`config.mk`:
```
export PLATFORM = sky130hd
export DESIGN_NAME = adc_sequence_control
export DESIGN_NICKNAME = d
export VERILOG_FILES = /design/src/core/adc_sequence_control.v
export VERILOG_INCLUDE_DIRS = /design/src /design/src/core
export SDC_FILE = /design/constraint.sdc
export NUM_CORES = 1
export LEC_CHECK = 0
export BUFFER_PORTS_ARGS = -buffer_cell sky130_fd_sc_hd__buf_2
export CAP_MARGIN = 20
export CORE_MARGIN = 3
export CORE_UTILIZATION = 40
export DETAILED_ROUTE_END_ITERATION = 16
export PLACE_DENSITY = 0.74
export SYNTH_ARGS = -nofsm -noshare
export SYNTH_HDL_FRONTEND = slang
export SYNTH_SLANG_ARGS = --single-unit
export TNS_END_PERCENT = 20
```
`constraint.sdc`:
```
create_clock -name clk -period 5.8 [get_ports clk]
set_input_delay 1.16 -clock clk [delete_from_list [all_inputs] [get_ports clk]]
set_output_delay 1.16 -clock clk [all_outputs]
set_load 0.03 [all_outputs]
```
`src/core/adc_seq_map.vh`:
```
// register map, field positions and timing counts of the converter control
`ifndef ADC_SEQ_MAP_VH
`define ADC_SEQ_MAP_VH

// ---------------------------------------------------------------
// register byte addresses
// ---------------------------------------------------------------
`define ADDR_CONTROL_STATUS 16'h1030
`define ADDR_RESULT_1       16'h1034
`define ADDR_RESULT_2       16'h1038
`define ADDR_RESULT_3       16'h103c
`define ADDR_RESULT_4       16'h1040
`define ADDR_OPTION         16'h1044

// ---------------------------------------------------------------
// control/status fields
// ---------------------------------------------------------------
`define CTL_FLAG_BIT   7
`define CTL_ZERO_BIT   6
`define CTL_SCAN_BIT   5
`define CTL_GROUP_BIT  4
`define CTL_SEL_HI     3
`define CTL_SEL_LO     0

// ---------------------------------------------------------------
// option fields and reset value
// ---------------------------------------------------------------
`define OPT_POWER_BIT  7
`define OPT_RC_BIT     6
`define OPT_RESET      2'h0

// ---------------------------------------------------------------
// channel codes
// ---------------------------------------------------------------
`define CHAN_HIGH_REF  4'hc
`define CHAN_LOW_REF   4'hd
`define CHAN_HALF_REF  4'he

// ---------------------------------------------------------------
// sequencer timing in conversion clocks; SYNC_CYCLES counts system clocks
// ---------------------------------------------------------------
`define CNT_SAMPLE_FIRST 6'h02
`define SAMPLE_CYCLES    6'h0c
`define CNT_SAMPLE_LAST  (`CNT_SAMPLE_FIRST + `SAMPLE_CYCLES - 6'h01)
`define CNT_SAR_FIRST    (`CNT_SAMPLE_LAST + 6'h01)
`define CNT_SAR_LAST     (`CNT_SAR_FIRST + 6'h07)
`define CNT_CONV_LAST    6'h21
`define SYNC_CYCLES      3'h3

`endif

```
`src/core/adc_sequence_control.v`:
```
// apb-mapped sequencer for an 8-bit successive-approximation converter
//
// Our own choice: the APB interface to the registers.
`timescale 1ns/1ps
`include "adc_seq_map.vh"

module adc_sequence_control (
  input  wire        clk,
  input  wire        sys_rst,
  input  wire        psel,
  input  wire        penable,
  input  wire        pwrite,
  input  wire [15:0] paddr,
  input  wire [31:0] pwdata,
  output reg  [31:0] prdata,
  output reg         pready,
  output reg         pslverr,
  input  wire        comparator_out,
  input  wire        rc_osc_tick,
  output reg  [3:0]  mux_channel,
  output reg         sample_enable,
  output reg         half_ref_sample,
  output reg  [7:0]  dac_code,
  output reg         charge_pump_enable,
  output reg         rc_clock_select,
  output reg         sequence_busy
);

  // ---------------------------------------------------------------
  // states
  // ---------------------------------------------------------------
  localparam [1:0] ST_IDLE = 2'h0;
  localparam [1:0] ST_CONV = 2'h1;
  localparam [1:0] ST_SYNC = 2'h2;

  // ---------------------------------------------------------------
  // functions
  // ---------------------------------------------------------------
  // channel of conversion slot idx
  function [3:0] chan_of;
    input [3:0] sel;
    input       group;
    input [1:0] idx;
    begin
      chan_of = group ? {sel[3:2], idx} : sel;
    end
  endfunction

  // true when a channel code selects the half-reference test source
  function is_half;
    input [3:0] chan;
    begin
      is_half = (chan == `CHAN_HALF_REF);
    end
  endfunction

  // one successive-approximation decision at bit b
  function [7:0] sar_step;
    input [7:0] code;
    input [2:0] b;
    input       keep;
    reg   [7:0] t;
    begin
      t = code;
      if (!keep) begin
        t[b] = 1'b0;
      end
      if (b != 3'h0) begin
        t[b - 3'h1] = 1'b1;
      end
      sar_step = t;
    end
  endfunction

  // ---------------------------------------------------------------
  // state
  // ---------------------------------------------------------------
  reg  [5:0] ctl_bits;
  reg        complete_flag;
  reg  [1:0] state;
  reg  [5:0] cnt;
  reg  [1:0] idx;
  reg  [2:0] sync_cnt;
  reg  [7:0] result_mem [0:3];

  wire       access     = psel & penable & pready;
  wire       ctl_write  = access & pwrite &
                          (paddr == `ADDR_CONTROL_STATUS);
  wire       opt_write  = access & pwrite & (paddr == `ADDR_OPTION);
  wire       scan       = ctl_bits[`CTL_SCAN_BIT];
  wire       group      = ctl_bits[`CTL_GROUP_BIT];
  wire [3:0] sel        = ctl_bits[`CTL_SEL_HI:`CTL_SEL_LO];
  wire       tick       = rc_clock_select ? rc_osc_tick : 1'b1;
  wire [5:0] next_cnt   = cnt + 6'h01;
  wire       conv_end   = (state == ST_CONV) & tick &
                          (cnt == `CNT_CONV_LAST);
  wire       do_store   = (conv_end & ~rc_clock_select) |
                          ((state == ST_SYNC) &
                           (sync_cnt == `SYNC_CYCLES));
  wire [1:0] next_idx   = idx + 2'h1;
  wire [5:0] sar_off    = cnt - `CNT_SAR_FIRST;
  wire [2:0] sar_bit    = 3'h7 - sar_off[2:0];
  wire       in_sample  = (next_cnt >= `CNT_SAMPLE_FIRST) &&
                          (next_cnt <= `CNT_SAMPLE_LAST);

  // ---------------------------------------------------------------
  // sequencer decode
  // ---------------------------------------------------------------
  wire       conv_tick  = (state == ST_CONV) & tick;
  wire       sar_window = (cnt >= `CNT_SAR_FIRST) &&
                          (cnt <= `CNT_SAR_LAST);
  wire       last_slot  = (idx == 2'h3);
  wire       stop_now   = do_store & last_slot & ~scan;
  wire [3:0] next_chan  = chan_of(sel, group, next_idx);
  wire [3:0] first_chan = chan_of(pwdata[3:0], pwdata[`CTL_GROUP_BIT],
                                  2'h0);
  wire       next_half  = is_half(next_chan);
  wire       cur_half   = is_half(mux_channel);

  // ---------------------------------------------------------------
  // read multiplexer
  // ---------------------------------------------------------------
  reg  [7:0] rd_byte;
  reg        rd_err;

  always @* begin
    rd_byte = 8'h00;
    rd_err  = 1'b0;
    case (paddr)
      `ADDR_CONTROL_STATUS: begin
        rd_byte = {complete_flag, 1'b0, ctl_bits};
      end
      `ADDR_RESULT_1: begin
        rd_byte = result_mem[0];
      end
      `ADDR_RESULT_2: begin
        rd_byte = result_mem[1];
      end
      `ADDR_RESULT_3: begin
        rd_byte = result_mem[2];
      end
      `ADDR_RESULT_4: begin
        rd_byte = result_mem[3];
      end
      `ADDR_OPTION: begin
        rd_byte = {charge_pump_enable, rc_clock_select, 6'h00};
      end
      default: begin
        rd_err = 1'b1;
      end
    endcase
  end

  // ---------------------------------------------------------------
  // apb slave
  // ---------------------------------------------------------------
  always @(posedge clk) begin
    if (sys_rst) begin
      pready  <= 1'b0;
      pslverr <= 1'b0;
      prdata  <= 32'h0;
    end else begin
      pready  <= psel & ~penable;
      pslverr <= 1'b0;
      if (psel & ~penable) begin
        // read data latched at setup, so a later result update cannot tear it
        prdata  <= {24'h000000, rd_byte};
        pslverr <= rd_err;
      end
    end
  end

  // control bits are not touched by reset
  always @(posedge clk) begin
    if (ctl_write) begin
      ctl_bits <= pwdata[5:0];
    end
  end

  // ---------------------------------------------------------------
  // option register
  // ---------------------------------------------------------------
  always @(posedge clk) begin
    if (sys_rst) begin
      {charge_pump_enable, rc_clock_select} <= `OPT_RESET;
    end else if (opt_write) begin
      charge_pump_enable <= pwdata[`OPT_POWER_BIT];
      rc_clock_select    <= pwdata[`OPT_RC_BIT];
    end
  end

  // ---------------------------------------------------------------
  // sequencer
  // ---------------------------------------------------------------
  // a control write aborts anything running and restarts; it wins
  // over a store falling in the same cycle

  // ---------------------------------------------------------------
  // state register
  // ---------------------------------------------------------------
  always @(posedge clk) begin
    if (sys_rst) begin
      state <= ST_IDLE;
    end else if (ctl_write) begin
      state <= ST_CONV;
    end else if (do_store) begin
      if (last_slot & ~scan) begin
        state <= ST_IDLE;
      end else begin
        state <= ST_CONV;
      end
    end else begin
      case (state)
        ST_IDLE: begin
          state <= ST_IDLE;
        end
        ST_CONV: begin
          if (conv_end) begin
            state <= ST_SYNC;
          end
        end
        ST_SYNC: begin
          state <= ST_SYNC;
        end
        default: begin
          state <= ST_IDLE;
        end
      endcase
    end
  end

  // ---------------------------------------------------------------
  // completion flag
  // ---------------------------------------------------------------
  always @(posedge clk) begin
    if (sys_rst) begin
      complete_flag <= 1'b0;
    end else if (ctl_write) begin
      complete_flag <= 1'b0;
    end else if (do_store & last_slot) begin
      complete_flag <= 1'b1;
    end
  end

  // ---------------------------------------------------------------
  // conversion clock counter
  // ---------------------------------------------------------------
  always @(posedge clk) begin
    if (sys_rst) begin
      cnt <= 6'h00;
    end else if (ctl_write) begin
      cnt <= 6'h00;
    end else if (do_store) begin
      cnt <= `CNT_SAMPLE_FIRST;
    end else if (conv_tick & ~conv_end) begin
      cnt <= next_cnt;
    end
  end

  // ---------------------------------------------------------------
  // slot index
  // ---------------------------------------------------------------
  always @(posedge clk) begin
    if (sys_rst) begin
      idx <= 2'h0;
    end else if (ctl_write) begin
      idx <= 2'h0;
    end else if (do_store) begin
      idx <= next_idx;
    end
  end

  // ---------------------------------------------------------------
  // oscillator synchronising delay
  // ---------------------------------------------------------------
  always @(posedge clk) begin
    if (sys_rst) begin
      sync_cnt <= 3'h0;
    end else if (ctl_write | do_store) begin
      sync_cnt <= 3'h0;
    end else if (state == ST_SYNC) begin
      sync_cnt <= sync_cnt + 3'h1;
    end
  end

  // ---------------------------------------------------------------
  // successive-approximation register
  // ---------------------------------------------------------------
  always @(posedge clk) begin
    if (sys_rst) begin
      dac_code <= 8'h00;
    end else if (ctl_write) begin
      dac_code <= 8'h00;
    end else if (~do_store & conv_tick) begin
      if (cnt == `CNT_SAMPLE_LAST) begin
        dac_code <= 8'h80;
      end else if (sar_window) begin
        dac_code <= sar_step(dac_code, sar_bit,
                             comparator_out);
      end
    end
  end

  // ---------------------------------------------------------------
  // channel multiplexer
  // ---------------------------------------------------------------
  always @(posedge clk) begin
    if (sys_rst) begin
      mux_channel <= 4'h0;
    end else if (ctl_write) begin
      mux_channel <= first_chan;
    end else if (do_store) begin
      mux_channel <= next_chan;
    end
  end

  // ---------------------------------------------------------------
  // sample phase
  // ---------------------------------------------------------------
  always @(posedge clk) begin
    if (sys_rst) begin
      sample_enable <= 1'b0;
    end else if (ctl_write) begin
      sample_enable <= 1'b0;
    end else if (do_store) begin
      sample_enable <= ~(last_slot & ~scan);
    end else if (conv_tick) begin
      sample_enable <= in_sample & ~conv_end;
    end
  end

  // ---------------------------------------------------------------
  // half-reference dac hookup
  // ---------------------------------------------------------------
  always @(posedge clk) begin
    if (sys_rst) begin
      half_ref_sample <= 1'b0;
    end else if (ctl_write) begin
      half_ref_sample <= 1'b0;
    end else if (do_store) begin
      half_ref_sample <= next_half & ~(last_slot & ~scan);
    end else if (conv_tick) begin
      half_ref_sample <= in_sample & ~conv_end & cur_half;
    end
  end

  // ---------------------------------------------------------------
  // busy indication
  // ---------------------------------------------------------------
  always @(posedge clk) begin
    if (sys_rst) begin
      sequence_busy <= 1'b0;
    end else if (ctl_write) begin
      sequence_busy <= 1'b1;
    end else if (stop_now) begin
      sequence_busy <= 1'b0;
    end
  end

  // ---------------------------------------------------------------
  // result registers
  // ---------------------------------------------------------------
  always @(posedge clk) begin
    if (~sys_rst & ~ctl_write & do_store) begin
      result_mem[idx] <= dac_code;
    end
  end

endmodule // adc_sequence_control

```
==> qor.log <==
[routing] final wirelength 8.69 mm
[power] largest voltage drop on the vdd net 0.000101 V
[placed_design] GP Congestion 0.859
[cts] TritonCTS clock tree built
[cts] CTS Root Cell clkbuf_8
[cts] clock latency reported for the late side of the worst-skew pair 360 ps
[flow_run] number of maximum-capacitance constraint violations 0
[die] chip height 108 microns
[power] Pwr Total 0.00110 W
[cts] Clock Sinks 79
[routing] DRC violation count after routing 0
[finish] layout filler cell count 918
[timing] number of hold violations in the final report 0
[placed_design] Area after DPL 4380 sq um
[critical_path] endpoint required time on the critical path 6090 ps
[grt] largest net degree at the start of global routing 23
[timing] final max-slew violation count 0
[timing] portion of the clock cycle consumed by the worst path in the final layout 0.456
[cts] TritonCTS buffer count 9
[synthesis] top flip-flop cell by instance count after synthesis dfxtp_1
[critical_path] maximum fanout along the worst path 10
[cts] CTS clk-pin slew, worst paths 90 ps
[die] placeable core region 9910 sq um
[die] Site Rows 36
[synthesis] total standard cell area after synthesis 4120 sq um
[timing] transition time at the pin with the least slew margin 623 ps
[synthesis] number of flops mapped to enable cells by yosys 38
[synthesis] area fraction in compound gates after synthesis 0.140
[power] areal power density over the cells 240 nW/um^2
[die] I/O pin count 106
[routing] total number of vias 3058
[min_path] class of the tightest hold or removal check register to register
[routing] antenna-violating nets left 0
[timing] Final min period 2640 ps
[routing] first-pass iteration count of the detailed router 4
[outcome] status complete, no violations
[placed_design] pre-CTS setup slack 2790 ps
[synthesis] mux contribution to synthesized area 0.0589
[finish] most common cell after layout, fill and taps aside buf_2
[timing] setup slack after layout 3160 ps
[critical_path] startpoint types input port
[grt] total global routing overflow 0
[timing] setup TNS after final layout 0 ps
[routing] Iter 0 DRT Violations 259
[timing] count of final setup violators 0
[finish] post-layout instance count excluding filler cells 577
[die] area of the die 11600 sq um
[synthesis] sequential-to-total area share from yosys stat 0.476
[cts] Clock Tree Buf Depth 2
[critical_path] CP endpoint kind register
[die] starting density of the core 0.416
[timing] unrepaired setup endpoints after global routing no
[power] leakage 1.82 nW
[synthesis] Synth Area per Inst 10.6 sq um
[synthesis] cell taking the most area after synthesis edfxtp_1
[timing] largest clock skew in the final design 13.7 ps
[grt] first-pass GRT wire length 13.8 mm
[finish] proportion of layout cells with a drive suffix above 1 0.218
[finish] # diodes 0
[placed_design] placed instance count 561
[grt] vias in the first global route 2813
[synthesis] largest family of logic cells by synthesized area simple AND/OR/NAND/NOR gates
[synthesis] proportion of netlist area held by the largest area contributor 0.277
[routing] DR WL/cell 15.1 microns
[finish] commonest cells after routing, fill and taps aside buf_2 (57), dfxtp_1 (41), edfxtp_1 (38)
[synthesis] fraction of registers with async set/reset 0
[timing] worst slew margin relative to its limit 0.583
[finish] fin nets 512
[cts] H-tree Lvls 3
[critical_path] Arrival @ worst endpoint 2930 ps
[synthesis] largest cells by area after synthesis edfxtp_1 (28%), dfxtp_1 (20%), ha_1 (5.5%)
[synthesis] cells after synthesis 388
[cts] count of cells resized by post-cts repair 0
[synthesis] area share of fa/ha/maj cells after synthesis 0.0546
[timing] highest clock frequency the design can meet 0.378 GHz
[finish] area added between synthesis and finish 11.8%
[grt] overall fraction of global-route tracks in use 0.153
[placed_design] HPWL after DPL 6.38 mm
[routing] via density per instance 5.30
[cts] Setup Fix Bufs, Post-CTS 0
[cts] Post-CTS Hold Fix Bufs 0
[critical_path] critical path class input port to register
[finish] design area 4610 sq um
[synthesis] xor and xnor fraction of the mapped netlist area 0.0170
[grt] initial antenna violation count 0
[placed_design] port buffer count 57
[synthesis] number of flip-flops and latches in the synthesized netlist 79
[die] Die Width 108 microns
[synthesis] total of warnings raised by yosys 0
[synthesis] simple-gate portion of the synthesized area 0.175
[synthesis] Netlist cell types 69
==> final cells by class <==
cell class                 count  area (sq um)  area share
sequential                    79          1960       0.426
multi-input combinational    281          1930       0.418
timing repair buffer          57           285      0.0619
tap                          133           166      0.0361
clock buffer                   9           124      0.0269
clock inverter                 7           103      0.0223
inverter                      11          41.3     0.00896
==> worst paths after layout <==
check | cells past startpoint | end | slack, ps | start
hold / removal | 1 | prdata[0]$_SDFFE_PP0P_ | 480 | result_mem[3][0]$_DFFE_PP_
hold reg to reg | 1 | prdata[0]$_SDFFE_PP0P_ | 480 | result_mem[3][0]$_DFFE_PP_
setup reg to reg | 4 | result_mem[2][3]$_DFFE_PP_ | 3310 | cnt[0]$_SDFFE_PP0P_
setup / recovery | 7 | mux_channel[0]$_SDFFE_PP0P_ | 3160 | paddr[9]
==> critical path: stages <==
cell and delay, ps:
buf_2 110, nor4_1 240, and3_1 440, nand3_1 330
inv_1 370, nand3b_1 130, a21oi_1 150
==> sequential cells by signal (all words and copies together), names as in the netlist <==
name,cells
charge_pump_enable,1
idx,2
complete_flag,1
sequence_busy,1
mux_channel,4
prdata,8
dac_code,8
sample_enable,1
ctl_bits,6
cnt,6
half_ref_sample,1
rc_clock_select,1
result_mem,32
state,2
pslverr,1
sync_cnt,3
pready,1
==> stage by stage <==
| stage | util | hold WS (ps) |
|---|---|---|
| global route | 0.465 | 482 |
| CTS | 0.465 | 481 |
| floorplan | - | 437 |
| finish | 0.465 | 477 |
| global placement | 0.442 | 461 |
| detailed placement | 0.442 | 463 |
==> synth_stat cells, types with 3 or more instances <==
master    count
dfxtp_1      41
edfxtp_1     38
nand2_1      31
buf_4        26
nor2_1       26
mux2i_1      22
a21oi_1      20
ha_1         18
nand3_1      14
inv_1        11
o21ai_0      11
o22ai_1       8
nor3_1        7
xnor2_1       7
and3_1        6
buf_2         6
nor4_1        6
o32ai_1       6
a221o_2       5
and2_0        5
nand4_1       5
a31oi_1       4
clkbuf_1      4
a22oi_1       3
buf_6         3
nand2b_1      3
==> kinds of logic (layout without fill, tap and decap cells) <==
| family | after synthesis | count (layout) |
|---|---|---|
| buffers and inverters | 51 | 84 |
| other | 1 | 24 |
| flip-flops | 79 | 79 |
| AND/OR/NAND/NOR | 128 | 128 |
| multiplexers | 24 | 24 |
| adder cells (fa/ha/maj) | 18 | 18 |
| AO/OA/AOI/OAI | 79 | 79 |
| XOR/XNOR | 8 | 8 |
==> report_power, final <==
part	leakage, nW	total, W	switching [W]	internal [W]
registers	0.757	0.000580	0.000000318	0.000580
logic	0.951	0.0000572	0.0000419	0.0000153
clock network	0.111	0.000467	0.000220	0.000248
total	1.82	0.00110	0.000262	0.000843
==> layer usage <==
layer,up-vias,global-route usage,part of all wire
li1,1501,-,-
met4,0,0.0586,0.020
met2,122,0.250,0.47
met1,1419,0.192,0.43
met3,16,0.0402,0.078
met5,-,0,0
Note: power is estimated with default switching activity, not from simulation.
